File: src/core/i2c_fifo_pkg.sv
// Purpose: shared constants and types for the two-wire FIFO flow control
// Assumes: APB register bus, 32-bit data, byte offsets below
// Notes:   level fields are LVL_W bits wide, so the FIFO depth stays at or below 63
package i2c_fifo_pkg;
  // register byte offsets
  localparam logic [7:0] OFF_CTRL   = 8'h00;
  localparam logic [7:0] OFF_MODE   = 8'h04;
  localparam logic [7:0] OFF_STATUS = 8'h08;
  localparam logic [7:0] OFF_FSTAT  = 8'h0C;
  localparam logic [7:0] OFF_THR    = 8'h10;
  localparam logic [7:0] OFF_RHR_B  = 8'h14;
  localparam logic [7:0] OFF_RHR_H  = 8'h18;
  localparam logic [7:0] OFF_RHR_W  = 8'h1C;
  localparam logic [7:0] OFF_ISR    = 8'h20;
  localparam logic [7:0] OFF_ICR    = 8'h24;
  localparam logic [7:0] OFF_IER    = 8'h28;
  // control command bits
  localparam int CTRL_LOCK_CLR = 0;
  localparam int CTRL_SRST     = 1;
  localparam int CTRL_BUSCLR   = 2;
  // mode register fields
  localparam int MODE_MULTI   = 0;
  localparam int MODE_TXG_LSB = 4;
  localparam int MODE_RXG_LSB = 8;
  localparam int MODE_TXT_LSB = 16;
  localparam int MODE_RXT_LSB = 24;
  localparam int GRAN_W       = 2;
  localparam int LVL_W        = 6;
  localparam logic [31:0] MODE_RST = 32'h0000_0000;
  // status and fifo status bits
  localparam int ST_TX_RDY   = 0;
  localparam int ST_RX_RDY   = 1;
  localparam int ST_LOCK     = 2;
  localparam int ST_BUSCLR   = 3;
  localparam int FS_TXTHF    = 0;
  localparam int FS_RXTHF    = 1;
  localparam int FS_TXPTE    = 2;
  localparam int FS_RXPTE    = 3;
  localparam int FS_TXLV_LSB = 8;
  localparam int FS_RXLV_LSB = 16;
  // interrupt event bits
  localparam int EV_W     = 5;
  localparam int EV_TXTH  = 0;
  localparam int EV_RXTH  = 1;
  localparam int EV_TXPTE = 2;
  localparam int EV_RXPTE = 3;
  localparam int EV_LOCK  = 4;
  // bus clear timing
  localparam int CLK_MHZ         = 250;
  localparam int BUSCLR_HALF_NS  = 5000;
  localparam int BUSCLR_HALF_CYC = (BUSCLR_HALF_NS * CLK_MHZ) / 1000;
  localparam int BUSCLR_PULSES   = 9;
  typedef enum {BC_IDLE, BC_LOW, BC_HIGH} busclr_state_t;
endpackage

File: src/core/i2c_fifo_flow_control.sv
// Purpose: transmit/receive FIFO control of a two-wire serial interface
// Assumes: shifter and frame error detectors run on clk_sys; scl/sda pins are async
// Notes:   one wait state on every APB access; prdata comes from a flop
// Operation
// multiple data mode moves 1, 2 or 4 entries per byte, halfword, word access
// ready granularity fields select 1, 2 or 4 entries for the ready flags
// tx granularity 0x2 raises tx ready only with room for four entries
// rx granularity 0x2 raises rx ready only with four unread entries
// software sets both granularities to match the DMA transfer size
// early frame end by nack, timeout or code-ack error locks tx FIFO
// lock state is readable in the status register
// writing one to the lock clear command releases the lock
// writing the holding register while full sets tx pointer error
// multi-entry write larger than free space sets tx pointer error
// multi-entry read larger than unread entries sets rx pointer error
// after a pointer error software issues reset and ignores other flags
// software should check ready flags or levels before each access
// bus clear command clocks the bus until the slave frees data line
// tx and rx level fields give entries held, compared with thresholds
// tx threshold flag sets when level falls from above to at/below
// rx threshold flag sets when level rises from below to at/above
// each threshold crossing can also raise the interrupt
// pointer error flags stay set until the software reset command
//
// The register offsets and the APB interface to the registers were left to the implementer.
`timescale 1ns/1ps
module i2c_fifo_flow_control #(
  parameter int DEPTH = 16
) (
  // clock and reset
  input  wire logic        clk_sys,
  input  wire logic        resetn,

  // apb slave
  input  wire logic        psel,
  input  wire logic        penable,
  input  wire logic        pwrite,
  input  wire logic [7:0]  paddr,
  input  wire logic [31:0] pwdata,
  input  wire logic [3:0]  pstrb,
  output logic [31:0]      prdata,
  output logic             pready,
  output logic             pslverr,

  // serial shifter side
  input  wire logic        txPopReq,
  output logic [7:0]       txData,
  output logic             frameStartOk,
  input  wire logic        rxPush,
  input  wire logic [7:0]  rxData,
  output logic             rxSpace,

  // frame error detectors
  input  wire logic        nackErr,
  input  wire logic        smbusTimeoutErr,
  input  wire logic        masterCodeAckErr,

  // bus pins
  input  wire logic        sclIn,
  output logic             sclOut,
  output logic             sclOe,
  input  wire logic        serialDataLineIn,

  // interrupt
  output logic             irq
);
  localparam int AW = $clog2(DEPTH);
  localparam int L  = i2c_fifo_pkg::LVL_W;
  localparam logic [L-1:0] DEPTH_L = L'(DEPTH);

  logic [31:0]  modeReg;
  logic [i2c_fifo_pkg::EV_W-1:0] isr;
  logic [i2c_fifo_pkg::EV_W-1:0] ier;
  logic [7:0]   txMem [DEPTH];
  logic [7:0]   rxMem [DEPTH];
  logic [AW-1:0] txWptr, txRptr, rxWptr, rxRptr;
  logic [L-1:0] txLevel, rxLevel;
  logic [L-1:0] next_txLevel, next_rxLevel;
  logic         lock, txThrFlag, rxThrFlag, txPteFlag, rxPteFlag;
  logic         ackQ;
  logic         sclS1, sclS2, sclS3, sdaS1, sdaS2;
  i2c_fifo_pkg::busclr_state_t bcState;
  logic [11:0]  bcCnt;
  logic [3:0]   bcPulses;

  // apb handshake: one wait state so read data can come from a flop
  wire accessPh = psel & penable;
  wire wrFire   = accessPh & pwrite & ackQ;
  wire rdFire   = accessPh & ~pwrite & ~ackQ;
  assign pready = ackQ;

  always_ff @(posedge clk_sys or negedge resetn) begin
    if (!resetn) ackQ <= 1'b0;
    else         ackQ <= accessPh & ~ackQ;
  end

  // mode fields
  wire          multiMode = modeReg[i2c_fifo_pkg::MODE_MULTI];
  wire [1:0]    txGran = modeReg[i2c_fifo_pkg::MODE_TXG_LSB +: i2c_fifo_pkg::GRAN_W];
  wire [1:0]    rxGran = modeReg[i2c_fifo_pkg::MODE_RXG_LSB +: i2c_fifo_pkg::GRAN_W];
  wire [L-1:0]  txThresh = modeReg[i2c_fifo_pkg::MODE_TXT_LSB +: L];
  wire [L-1:0]  rxThresh = modeReg[i2c_fifo_pkg::MODE_RXT_LSB +: L];

  function automatic logic [L-1:0] granNeed(input logic [1:0] g);
    granNeed = (g == 2'h0) ? L'(1) : (g == 2'h1) ? L'(2) : L'(4);
  endfunction

  // decoded commands
  wire ctrlWr    = wrFire && (paddr == i2c_fifo_pkg::OFF_CTRL);
  wire swReset   = ctrlWr & pwdata[i2c_fifo_pkg::CTRL_SRST];
  wire lockClr   = ctrlWr & pwdata[i2c_fifo_pkg::CTRL_LOCK_CLR];
  wire busClrCmd = ctrlWr & pwdata[i2c_fifo_pkg::CTRL_BUSCLR];
  wire thrWr     = wrFire && (paddr == i2c_fifo_pkg::OFF_THR);
  wire rhrRd     = rdFire && (paddr == i2c_fifo_pkg::OFF_RHR_B ||
                   paddr == i2c_fifo_pkg::OFF_RHR_H || paddr == i2c_fifo_pkg::OFF_RHR_W);
  wire fstatRd   = rdFire && (paddr == i2c_fifo_pkg::OFF_FSTAT);

  // entries per access, from byte strobes on write, offset on read
  wire [L-1:0] wrN = !multiMode ? L'(1) : (pstrb == 4'hF) ? L'(4) :
                     (pstrb == 4'h3) ? L'(2) : L'(1);
  wire [L-1:0] rdN = !multiMode ? L'(1) : (paddr == i2c_fifo_pkg::OFF_RHR_W) ? L'(4) :
                     (paddr == i2c_fifo_pkg::OFF_RHR_H) ? L'(2) : L'(1);

  // transmit side
  wire [L-1:0] txFree  = DEPTH_L - txLevel;
  wire txPteEv  = thrWr && (wrN > txFree);
  wire [L-1:0] txPushN = (thrWr && !txPteEv) ? wrN : L'(0);
  wire txPop    = txPopReq && frameStartOk;
  assign frameStartOk = (txLevel != L'(0)) && !lock;
  assign txData = txMem[txRptr];
  wire lockEv   = nackErr | smbusTimeoutErr | masterCodeAckErr;
  assign next_txLevel = txLevel + txPushN - L'(txPop);

  // receive side
  wire rxPteEv  = rhrRd && multiMode && (rdN > rxLevel);
  wire [L-1:0] rxPopN = (rhrRd && !rxPteEv && rdN <= rxLevel) ? rdN : L'(0);
  assign rxSpace = (rxLevel != DEPTH_L);
  wire rxIn     = rxPush && rxSpace;
  assign next_rxLevel = rxLevel + L'(rxIn) - rxPopN;

  // ready flags follow the chosen granularity
  wire txReadyFlag = txFree >= granNeed(txGran);
  wire rxReadyFlag = rxLevel >= granNeed(rxGran);

  // threshold crossings
  wire txThrEv = (txLevel > txThresh) && (next_txLevel <= txThresh);
  wire rxThrEv = (rxLevel < rxThresh) && (next_rxLevel >= rxThresh);

  // transmit fifo storage, lane order low byte first
  always_ff @(posedge clk_sys or negedge resetn) begin
    if (!resetn) begin
      txWptr  <= '0;
      txRptr  <= '0;
      txLevel <= '0;
    end else if (swReset) begin
      txWptr  <= '0;
      txRptr  <= '0;
      txLevel <= '0;
    end else begin
      for (int i = 0; i < 4; i++) begin
        if (L'(i) < txPushN) txMem[AW'(txWptr + AW'(i))] <= pwdata[8*i +: 8];
      end
      txWptr  <= AW'(txWptr + AW'(txPushN));
      txRptr  <= AW'(txRptr + AW'(txPop));
      txLevel <= next_txLevel;
    end
  end

  // receive fifo storage
  always_ff @(posedge clk_sys or negedge resetn) begin
    if (!resetn) begin
      rxWptr  <= '0;
      rxRptr  <= '0;
      rxLevel <= '0;
    end else if (swReset) begin
      rxWptr  <= '0;
      rxRptr  <= '0;
      rxLevel <= '0;
    end else begin
      if (rxIn) rxMem[rxWptr] <= rxData;
      rxWptr  <= AW'(rxWptr + AW'(rxIn));
      rxRptr  <= AW'(rxRptr + AW'(rxPopN));
      rxLevel <= next_rxLevel;
    end
  end

  // read word gathered from up to four unread entries
  logic [31:0] rhrWord;
  always_comb begin
    rhrWord = 32'h0000_0000;
    for (int i = 0; i < 4; i++) begin
      if (L'(i) < rxPopN) rhrWord[8*i +: 8] = rxMem[AW'(rxRptr + AW'(i))];
    end
  end

  // transmit lock: a new error wins over a clear in the same cycle
  always_ff @(posedge clk_sys or negedge resetn) begin
    if (!resetn)      lock <= 1'b0;
    else if (lockEv)  lock <= 1'b1;
    else if (lockClr) lock <= 1'b0;
    else if (swReset) lock <= 1'b0;
  end

  // pointer errors stick; only the software reset command drops them
  always_ff @(posedge clk_sys or negedge resetn) begin
    if (!resetn) begin
      txPteFlag <= 1'b0;
      rxPteFlag <= 1'b0;
    end else begin
      txPteFlag <= txPteEv | (txPteFlag & ~swReset);
      rxPteFlag <= rxPteEv | (rxPteFlag & ~swReset);
    end
  end

  // threshold flags clear on fifo status read, a new crossing wins
  always_ff @(posedge clk_sys or negedge resetn) begin
    if (!resetn) begin
      txThrFlag <= 1'b0;
      rxThrFlag <= 1'b0;
    end else begin
      txThrFlag <= txThrEv | (txThrFlag & ~fstatRd & ~swReset);
      rxThrFlag <= rxThrEv | (rxThrFlag & ~fstatRd & ~swReset);
    end
  end

  // sticky interrupt status, write-one clear, set wins
  wire [i2c_fifo_pkg::EV_W-1:0] evVec = {lockEv, rxPteEv, txPteEv, rxThrEv, txThrEv};
  wire icrWr = wrFire && (paddr == i2c_fifo_pkg::OFF_ICR);
  always_ff @(posedge clk_sys or negedge resetn) begin
    if (!resetn)    isr <= '0;
    else if (icrWr) isr <= evVec | (isr & ~pwdata[i2c_fifo_pkg::EV_W-1:0]);
    else            isr <= evVec | isr;
  end
  assign irq = |(isr & ier);

  // writable configuration
  always_ff @(posedge clk_sys or negedge resetn) begin
    if (!resetn) begin
      modeReg <= i2c_fifo_pkg::MODE_RST;
      ier     <= '0;
    end else if (wrFire) begin
      if (paddr == i2c_fifo_pkg::OFF_MODE)     modeReg <= pwdata;
      else if (paddr == i2c_fifo_pkg::OFF_IER) ier <= pwdata[i2c_fifo_pkg::EV_W-1:0];
    end
  end

  // pin synchronisers; first stages feed only the second
  always_ff @(posedge clk_sys or negedge resetn) begin
    if (!resetn) begin
      {sclS1, sclS2, sclS3} <= 3'h7;
      {sdaS1, sdaS2}        <= 2'h3;
    end else begin
      sclS1 <= sclIn;
      sclS2 <= sclS1;
      sclS3 <= sclS2;
      sdaS1 <= serialDataLineIn;
      sdaS2 <= sdaS1;
    end
  end

  wire sclRise = sclS2 & ~sclS3;

  // bus clear: pull clock low, release, count observed rising edges;
  // stops once the data line reads high or all pulses are sent
  always_ff @(posedge clk_sys or negedge resetn) begin
    if (!resetn) begin
      bcState  <= i2c_fifo_pkg::BC_IDLE;
      bcCnt    <= '0;
      bcPulses <= '0;
    end else begin
      case (bcState)
        i2c_fifo_pkg::BC_IDLE: begin
          bcCnt    <= '0;
          bcPulses <= '0;
          if (busClrCmd) bcState <= i2c_fifo_pkg::BC_LOW;
        end
        i2c_fifo_pkg::BC_LOW: begin
          if (bcCnt == 12'(i2c_fifo_pkg::BUSCLR_HALF_CYC - 1)) begin
            bcCnt   <= '0;
            bcState <= i2c_fifo_pkg::BC_HIGH;
          end else begin
            bcCnt <= bcCnt + 12'h001;
          end
        end
        default: begin
          if (sclRise) bcPulses <= bcPulses + 4'h1;
          if (bcCnt == 12'(i2c_fifo_pkg::BUSCLR_HALF_CYC - 1)) begin
            bcCnt <= '0;
            if (sdaS2 || bcPulses >= 4'(i2c_fifo_pkg::BUSCLR_PULSES))
              bcState <= i2c_fifo_pkg::BC_IDLE;
            else
              bcState <= i2c_fifo_pkg::BC_LOW;
          end else begin
            bcCnt <= bcCnt + 12'h001;
          end
        end
      endcase
    end
  end
  // only ever pulled low; the pull-up makes the high phase
  assign sclOut = 1'b0;
  assign sclOe  = (bcState == i2c_fifo_pkg::BC_LOW);
  wire bcBusy   = (bcState != i2c_fifo_pkg::BC_IDLE);

  // registers fill every aligned word up to the enable register,
  // so a range test replaces a compare per offset
  wire mapped = (paddr[1:0] == 2'h0) && (paddr <= i2c_fifo_pkg::OFF_IER);
  // read data captured in the first access cycle
  assign pslverr = accessPh & ackQ & ~mapped;

  always_ff @(posedge clk_sys or negedge resetn) begin
    if (!resetn) begin
      prdata <= 32'h0000_0000;
    end else if (rdFire) begin
      prdata <= 32'h0000_0000;
      if (paddr == i2c_fifo_pkg::OFF_MODE) begin
        prdata <= modeReg;
      end else if (paddr == i2c_fifo_pkg::OFF_STATUS) begin
        prdata[i2c_fifo_pkg::ST_TX_RDY] <= txReadyFlag;
        prdata[i2c_fifo_pkg::ST_RX_RDY] <= rxReadyFlag;
        prdata[i2c_fifo_pkg::ST_LOCK]   <= lock;
        prdata[i2c_fifo_pkg::ST_BUSCLR] <= bcBusy;
      end else if (paddr == i2c_fifo_pkg::OFF_FSTAT) begin
        prdata[i2c_fifo_pkg::FS_TXTHF] <= txThrFlag;
        prdata[i2c_fifo_pkg::FS_RXTHF] <= rxThrFlag;
        prdata[i2c_fifo_pkg::FS_TXPTE] <= txPteFlag;
        prdata[i2c_fifo_pkg::FS_RXPTE] <= rxPteFlag;
        prdata[i2c_fifo_pkg::FS_TXLV_LSB +: L] <= txLevel;
        prdata[i2c_fifo_pkg::FS_RXLV_LSB +: L] <= rxLevel;
      end else if (rhrRd) begin
        prdata <= rhrWord;
      end else if (paddr == i2c_fifo_pkg::OFF_ISR) begin
        prdata[i2c_fifo_pkg::EV_W-1:0] <= isr;
      end else if (paddr == i2c_fifo_pkg::OFF_IER) begin
        prdata[i2c_fifo_pkg::EV_W-1:0] <= ier;
      end
    end
  end
endmodule // i2c_fifo_flow_control

File: config.mk
export PLATFORM = sky130hd
export DESIGN_NAME = i2c_fifo_flow_control
export DESIGN_NICKNAME = d
export VERILOG_FILES = /design/src/core/i2c_fifo_pkg.sv /design/src/core/i2c_fifo_flow_control.sv
export SDC_FILE = /design/constraint.sdc
export NUM_CORES = 1
export LEC_CHECK = 0
export ABC_AREA = 1
export BUFFER_PORTS_ARGS = -buffer_cell sky130_fd_sc_hd__buf_2
export CELL_PAD_IN_SITES_DETAIL_PLACEMENT = 1
export CELL_PAD_IN_SITES_GLOBAL_PLACEMENT = 2
export CORE_UTILIZATION = 25
export DETAILED_ROUTE_END_ITERATION = 10
export PLACE_DENSITY = 0.6
export SLEW_MARGIN = 20
export SYNTH_ARGS = -nofsm -noshare
export SYNTH_HDL_FRONTEND = slang
export SYNTH_SLANG_ARGS = --single-unit
File: constraint.sdc
create_clock -name clk_sys -period 6.4 [get_ports clk_sys]
set_input_delay 0.64 -clock clk_sys [delete_from_list [all_inputs] [get_ports clk_sys]]
set_output_delay 0.64 -clock clk_sys [all_outputs]
set_load 0.01 [all_outputs]
======== Yosys cells after proc, flatten, opt, wreduce, memory -nomap -nowiden ========
Memories as Yosys holds them, arrays and structs flattened.
Cells that the tools add are included.
storage, ports and cells
  register bits ........................... 161
  word-level logic and storage cells ...... 225
  memories ................................ 2
  memory bits (writable) .................. 256
memories
  memory  depth  width  rd ports  clocked after memory_dff  wr ports  line                         RTL
  rxMem   16     8      4         0                         1         i2c_fifo_flow_control.sv:75  logic [7:0] rxMem [DEPTH];
  txMem   16     8      1         0                         4         i2c_fifo_flow_control.sv:74  logic [7:0] txMem [DEPTH];
cells by class
  muxes and demuxes ....................... 63
  reductions and logical operators ........ 43
  add/sub/neg operators ................... 17
  bitwise logic cells ..................... 37
  equal/unequal tests ..................... 20
  magnitude comparators ................... 19
operators with widths
  operator               count
  $mux 32                4
  $pmux 32 s2            1
  $eq 32x1->1 const B    1
  $eq 32x2->1 const B    1
  $eq 8x5->1 const B     4
  $logic_not 32->1       1
  $mux 4                 8
  $mux 8                 4
  $reduce_bool 32->1     1
  $mux 3                 10
  $mux 28                1
  $mux 27                1
  $eq 8x6->1 const B     3
  $mux 12                2
  $mux 6                 4
  $logic_and 1x1->1      22
  $mux 5                 4
  $mux 1                 19
  $and 1x1->1            18
  $add 4x2->4 const B    4
  $eq 8x4->1 const B     2
  $add 12x1->12 const B  1
  $add 4x1->4 const B    3
  $eq 12x11->1 const B   1
  other kinds (42)       79

======== Depth between registers and ports, before layout ========
  depth in word-level cells ............... 16
  gate-level depth with buffers ........... 32
  mapped depth without buffers ............ 32

======== Least setup slack after synthesis ========
Ideal clock, no wire load.
  path kind ............................... input port to flip-flop
  start point ............................. input paddr[6]
  end point ............................... register rxThrFlag
  path slack .............................. 1.751 ns
  stages .................................. 30
  library setup time ...................... 0.128 ns
  arrival ................................. 4.520 ns
  cell sequence ........................... inv_1 > nand2_1 > nor3_2 > inv_2 > nor2_1 > inv_1 > nor2_1 > inv_1 > nor2_1 > ha_1 > nand2_1 > nor2_1 > a211oi_1 > nor2_1 > nor2_2 > inv_1 > nor2_1 > ha_1 > inv_1 > ha_1 > fa_1 > ha_1 > a21boi_0 > o21ai_0 > a21boi_0 > o21a_1 > o21ai_0 > nand2_1 > nand3b_1 > o21ai_0
between the ends
  longest elaborated chain between the ends .. 14
  elaborated cells on any way between the ends .. 30
  those cells by class .................... 1 x add/sub; 3 x order compare; 4 x eq/ne; 4 x mux; 6 x bitwise; 12 x reduce/logical
ends and longest elaborated chain
  item                                                    line                                                                                      RTL
  start, declared                                         i2c_fifo_flow_control.sv:38                                                               input wire logic [7:0] paddr,
  $eq 8x5->1 (on tied branches)                           i2c_fifo_flow_control.sv:115, i2c_fifo_flow_control.sv:122, i2c_fifo_flow_control.sv:114
  $mux 2 / $logic_or 1x1->1 (equally long branches)       i2c_fifo_flow_control.sv:122, i2c_fifo_flow_control.sv:114
  $mux 3 / $logic_or 1x1->1 (equally long branches)       i2c_fifo_flow_control.sv:121, i2c_fifo_flow_control.sv:115
  $mux 3 / $logic_and 1x1->1 (equally long branches)      i2c_fifo_flow_control.sv:121, i2c_fifo_flow_control.sv:114
  $gt 3x6->1 / $logic_and 1x1->1 (equally long branches)  i2c_fifo_flow_control.sv:135                                                              wire rxPteEv = rhrRd && multiMode && (rdN > rxLevel);
  $logic_and 1x1->1                                       i2c_fifo_flow_control.sv:135
  $logic_not 1->1                                         i2c_fifo_flow_control.sv:136                                                              wire [L-1:0] rxPopN = (rhrRd && !rxPteEv && rdN <= rxLevel) ? rdN : L'(0);
  $logic_and 1x1->1 (2 in series)                         i2c_fifo_flow_control.sv:136
  $mux 3                                                  i2c_fifo_flow_control.sv:136
  $sub 6x3->6                                             i2c_fifo_flow_control.sv:139                                                              assign next_rxLevel = rxLevel + L'(rxIn) - rxPopN;
  $ge 6x6->1                                              i2c_fifo_flow_control.sv:147                                                              wire rxThrEv = (rxLevel < rxThresh) && (next_rxLevel >= rxThresh);
  $logic_and 1x1->1                                       i2c_fifo_flow_control.sv:147
  $or 1x1->1 (*)                                          i2c_fifo_flow_control.sv:222                                                              rxThrFlag <= rxThrEv | (rxThrFlag & ~fstatRd & ~swReset);
  end signal, assigned                                    i2c_fifo_flow_control.sv:222
  end, declared                                           i2c_fifo_flow_control.sv:79                                                               logic lock, txThrFlag, rxThrFlag, txPteFlag, rxPteFlag;
Mark *: on every way between the ends. The rest lies on a longest branch, timed or not.
A chain may end at the register's enable or synchronous reset.

======== Worst setup path after layout ========
  start point ............................. register modeReg[0]
  end point ............................... register rxThrFlag
between the ends
  longest elaborated chain between the ends .. 11
  elaborated cells on any way between the ends .. 13
  those cells by class .................... 1 x add/sub; 3 x order compare; 2 x mux; 1 x bitwise; 6 x reduce/logical
ends and longest elaborated chain
  item                             line                          RTL
  start, declared                  i2c_fifo_flow_control.sv:71   logic [31:0] modeReg;
  start signal, assigned           i2c_fifo_flow_control.sv:239  modeReg <= i2c_fifo_pkg::MODE_RST;
  start signal, assigned           i2c_fifo_flow_control.sv:242  if (paddr == i2c_fifo_pkg::OFF_MODE) modeReg <= pwdata;
  $mux 3                           i2c_fifo_flow_control.sv:121  wire [L-1:0] rdN = !multiMode ? L'(1) : (paddr == i2c_fifo_pkg::OFF_RHR_W) ? L'(4) :
  $gt 3x6->1                       i2c_fifo_flow_control.sv:135
  $logic_and 1x1->1                i2c_fifo_flow_control.sv:135
  $logic_not 1->1                  i2c_fifo_flow_control.sv:136
  $logic_and 1x1->1 (2 in series)  i2c_fifo_flow_control.sv:136
  $mux 3 (*)                       i2c_fifo_flow_control.sv:136
  $sub 6x3->6 (*)                  i2c_fifo_flow_control.sv:139
  $ge 6x6->1 (*)                   i2c_fifo_flow_control.sv:147
  $logic_and 1x1->1 (*)            i2c_fifo_flow_control.sv:147
  $or 1x1->1 (*)                   i2c_fifo_flow_control.sv:222
Marked as above.

==> run_summary.xml <==
<?xml version="1.0" encoding="UTF-8"?>
<metrics>
  <group name="status">
    <metric name="outcome" unit="">complete, no violations</metric>
  </group>
  <group name="route">
    <metric name="total_drc_errors_in_the_routed_layout" unit="">0</metric>
    <metric name="detail_route.first_pass.iterations" unit="">5</metric>
    <metric name="antenna_violating_nets_post_route" unit="">0</metric>
    <metric name="average_routed_wire_per_standard_cell" unit="um">26.0</metric>
    <metric name="vias_per_cell" unit="">5.12</metric>
    <metric name="drt-total-wl" unit="mm">130</metric>
    <metric name="num_vias" unit="">25600</metric>
    <metric name="dr.first_iter.drc_count" unit="">2200</metric>
  </group>
  <group name="timing">
    <metric name="setup_repair_after_global_routing_missed_its_margin" unit="">no</metric>
    <metric name="hold_vio_cnt_final" unit="">0</metric>
    <metric name="post-route-min-period" unit="ns">5.01</metric>
    <metric name="worst_slew_margin_rel" unit="%">19.0</metric>
    <metric name="timing.fmax" unit="MHz">200</metric>
    <metric name="clock-skew-final" unit="ns">0.0282</metric>
    <metric name="fin_setup_tns" unit="ns">0</metric>
    <metric name="final-max-slew-violation-count" unit="">0</metric>
    <metric name="setup_viol" unit="">0</metric>
    <metric name="tightestPinTransition" unit="ns">1.21</metric>
    <metric name="layout_worst_path_cycle_share" unit="%">78.2</metric>
  </group>
  <group name="yosys">
    <metric name="avgSynthCellArea" unit="um^2">7.43</metric>
    <metric name="synth_cells" unit="">3554</metric>
    <metric name="post_synth_edffs" unit="">256</metric>
    <metric name="post_synth_num_cell_types" unit="">58</metric>
    <metric name="ys_async_sr_fraction" unit="%">33.9</metric>
    <metric name="syn_area" unit="um^2">26400</metric>
    <metric name="synth_sequential_area_ratio" unit="%">41.5</metric>
    <metric name="syn-num-nets" unit="">3700</metric>
    <metric name="flip_flop_cell_with_the_highest_count_after_synthesis" unit="">edfxtp_1</metric>
    <metric name="yosys_warnings" unit="">0</metric>
    <metric name="synth.ff_latch_count" unit="">387</metric>
  </group>
  <group name="die">
    <metric name="rows" unit="">118</metric>
    <metric name="initial_core_util" unit="%">25.4</metric>
    <metric name="chipHeight" unit="um">327</metric>
    <metric name="design.core.area" unit="um^2">104000</metric>
    <metric name="dieArea" unit="um^2">107000</metric>
    <metric name="i_o_pin_count" unit="">111</metric>
    <metric name="dieWidth" unit="um">327</metric>
  </group>
  <group name="worst_setup_path">
    <metric name="cell_seen_most_often_among_critical_path_stages" unit="">nor2_1</metric>
    <metric name="cp-start-kind" unit="">flip-flop</metric>
    <metric name="path_max_fanout" unit="">8</metric>
    <metric name="critical-path-max-stage-delay" unit="ns">0.68</metric>
    <metric name="timing_worst_setup_path_type" unit="">flip-flop to flip-flop</metric>
    <metric name="crit_slowest_cell" unit="">dfrtp_1</metric>
    <metric name="timing.critical_path.arrival" unit="ns">5.54</metric>
    <metric name="cp_data_required_time" unit="ns">6.94</metric>
    <metric name="end_kind" unit="">flip-flop</metric>
  </group>
  <group name="cts">
    <metric name="cts_max_path_bufs" unit="">3</metric>
    <metric name="clkSinkCount" unit="">387</metric>
    <metric name="clock_tree.root_cell" unit="">clkbuf_16</metric>
    <metric name="post-cts-setup-buffer-count" unit="">0</metric>
    <metric name="htreeDepth" unit="">2</metric>
    <metric name="clock_insertion_delay_worst_skew" unit="ns">0.68</metric>
    <metric name="reg_clk_slew_reported_paths" unit="ns">0.05</metric>
    <metric name="tritoncts" unit="">built</metric>
    <metric name="numCtsBuffers" unit="">53</metric>
  </group>
  <group name="placement">
    <metric name="hpwl_after_detailed_placement" unit="mm">90.8</metric>
    <metric name="portBuffers" unit="">109</metric>
    <metric name="replace_congestion" unit="">0.854</metric>
  </group>
  <group name="power_and_ir_drop">
    <metric name="total_power_divided_by_cell_area" unit="nW/um^2">253</metric>
    <metric name="power.ir.vdd_worst" unit="uV">207</metric>
    <metric name="reported_leakage_power" unit="nW">13.3</metric>
    <metric name="post-layout-total-power" unit="W">0.00761</metric>
  </group>
  <group name="cells_and_area">
    <metric name="filler_cell_count" unit="">12600</metric>
    <metric name="finalNetCount" unit="">3716</metric>
    <metric name="post_route_cells_drive_above_1_share" unit="%">9.22</metric>
    <metric name="syn2layout_area_growth" unit="%">13.8</metric>
    <metric name="most_frequent_cells_in_the_layout" unit="">nand2_1 (944), nand3_1 (480), inv_1 (370)</metric>
    <metric name="layout.cells.most_common" unit="">nand2_1</metric>
  </group>
  <group name="grt">
    <metric name="vias_in_the_first_global_route" unit="">25200</metric>
    <metric name="largest_net_degree_at_the_start_of_global_routing" unit="">65</metric>
    <metric name="number_of_antenna_violations_at_the_first_check_in_global_routing" unit="">6</metric>
    <metric name="grt_usage" unit="%">24.0</metric>
    <metric name="grt_pass1_wl" unit="mm">185</metric>
    <metric name="overflow" unit="">0</metric>
  </group>
  <group name="run">
    <metric name="cap_violations" unit="">0</metric>
  </group>
  <group name="min_path">
    <metric name="hp-class" unit="">input pin to flip-flop</metric>
  </group>
</metrics>
state kept, by name, summed over array words and instances, names as in the netlist, 2 cells and up:
name / flops
bcCnt: 12
bcPulses: 4
bcState: 2
ier: 5
isr: 5
modeReg: 32
prdata: 32
rxLevel: 6
rxMem: 128
rxRptr: 4
rxWptr: 4
txLevel: 6
txMem: 128
txRptr: 4
txWptr: 4
logic make-up after synthesis:
logic type | after synthesis | share of synthesized area (%)
AO/OA/AOI/OAI | 548 | 11.7
buffers and inverters | 605 | 8.96
flip-flops | 387 | 41.5
multiplexers | 74 | 2.82
XOR/XNOR | 22 | 0.730
other | 1 | 0.0142
adder cells (fa/ha/maj) | 82 | 4.00
AND/OR/NAND/NOR | 1835 | 30.2
per-layer routing:
layer / wire [um] / part of all wire, % / global-route usage, %
met1: 63200 / 49 / 35.5
met2: 54500 / 42 / 35.1
met3: 8310 / 6.4 / 4.34
met4: 3890 / 3.0 / 7.16
met5: 44 / 0.034 / 0
final cells by class:
cell class / instances / area [um^2] / share of cell area [%]
repair buffers: 170 / 1010 / 3.38
multi-input cells: 2562 / 13100 / 43.7
clock inverters: 13 / 194 / 0.645
inverters: 396 / 1490 / 4.95
flip-flops and latches: 387 / 11000 / 36.5
clock buffers: 85 / 1530 / 5.08
well taps: 1380 / 1730 / 5.75
diodes: 2 / 5.00 / 0.0167
final timing paths:
kind / start / cells past startpoint / end / slack [ns]
max: modeReg[0] / 28 / rxThrFlag / 1.39
min: serialDataLineIn / 1 / sdaS1 / 0.1
max reg2reg: modeReg[0] / 28 / rxThrFlag / 1.39
min reg2reg: sclS1 / 0 / sclS2 / 0.36
max in group asynchronous: resetn / 4 / prdata[6] / 4.26
min in group asynchronous: resetn / 2 / pready / 0.45
synthesized netlist by cell type, types with 7 or more instances:
cell       number  share of area (%)
nand2_1       945                 13
nand3_1       480                9.1
inv_1         372                5.3
nor2_1        276                3.9
edfxtp_1      256                 29
o21ai_0       254                4.8
a21oi_1       159                3.0
clkbuf_1      147                2.1
dfrtp_1       126                 12
ha_1           78                3.7
mux2i_1        71                2.7
o211ai_1       66                1.9
nand4_1        53                1.3
buf_2          32               0.61
buf_1          19               0.27
xor2_1         19               0.63
o2111ai_1      16               0.53
nor3_1         15               0.28
nor2_2         14               0.33
or2_2          13               0.31
clkinv_1       12               0.17
inv_2          12               0.17
o22ai_1         9               0.21
and2_1          8               0.19
buf_4           8               0.23
a21boi_0        7               0.20
through the flow:
step | cell area, um^2 | std cells | setup slack (ns) | util (%) | hold slack [ns]
floorplan | 26400 | 3554 | 1.75 | - | 0.344
global placement | 28300 | 4894 | 0.964 | 27.2 | 0.348
detailed placement | 28300 | 4894 | 0.940 | 27.2 | 0.348
CTS | 30000 | 4993 | 1.43 | 28.9 | 0.0541
global route | 30000 | 4993 | 0.785 | 28.9 | 0.0660
finish | 30100 | 4995 | 1.39 | 28.9 | 0.0959
timing repair:
| action | in CTS | in global routing |
|---|---|---|
| hold buffers | 1 | 0 |
| endpoints found under the hold margin | 22 | 0 |
| gates resized for setup | 0 | 0 |
worst max-delay path: cells and delay by family, from the launching register on:
| family | cells | cell delay (ns) |
|---|---|---|
| flops | 1 | 0.68 |
| compound gates | 7 | 0.96 |
| simple gates | 10 | 1.17 |
| buf+inv | 6 | 0.65 |
| fa+ha+maj | 5 | 1.43 |
where the power goes:
| part | total (W) | switching, W | internal, W | leakage (nW) |
|---|---|---|---|---|
| logic | 0.00159 | 0.00107 | 0.000529 | 8.58 |
| registers | 0.00298 | 0.000159 | 0.00282 | 3.92 |
| clock network | 0.00303 | 0.00128 | 0.00175 | 0.833 |
| total | 0.00761 | 0.00250 | 0.00511 | 13.3 |
No activity file was read; power rests on OpenSTA's default activity.
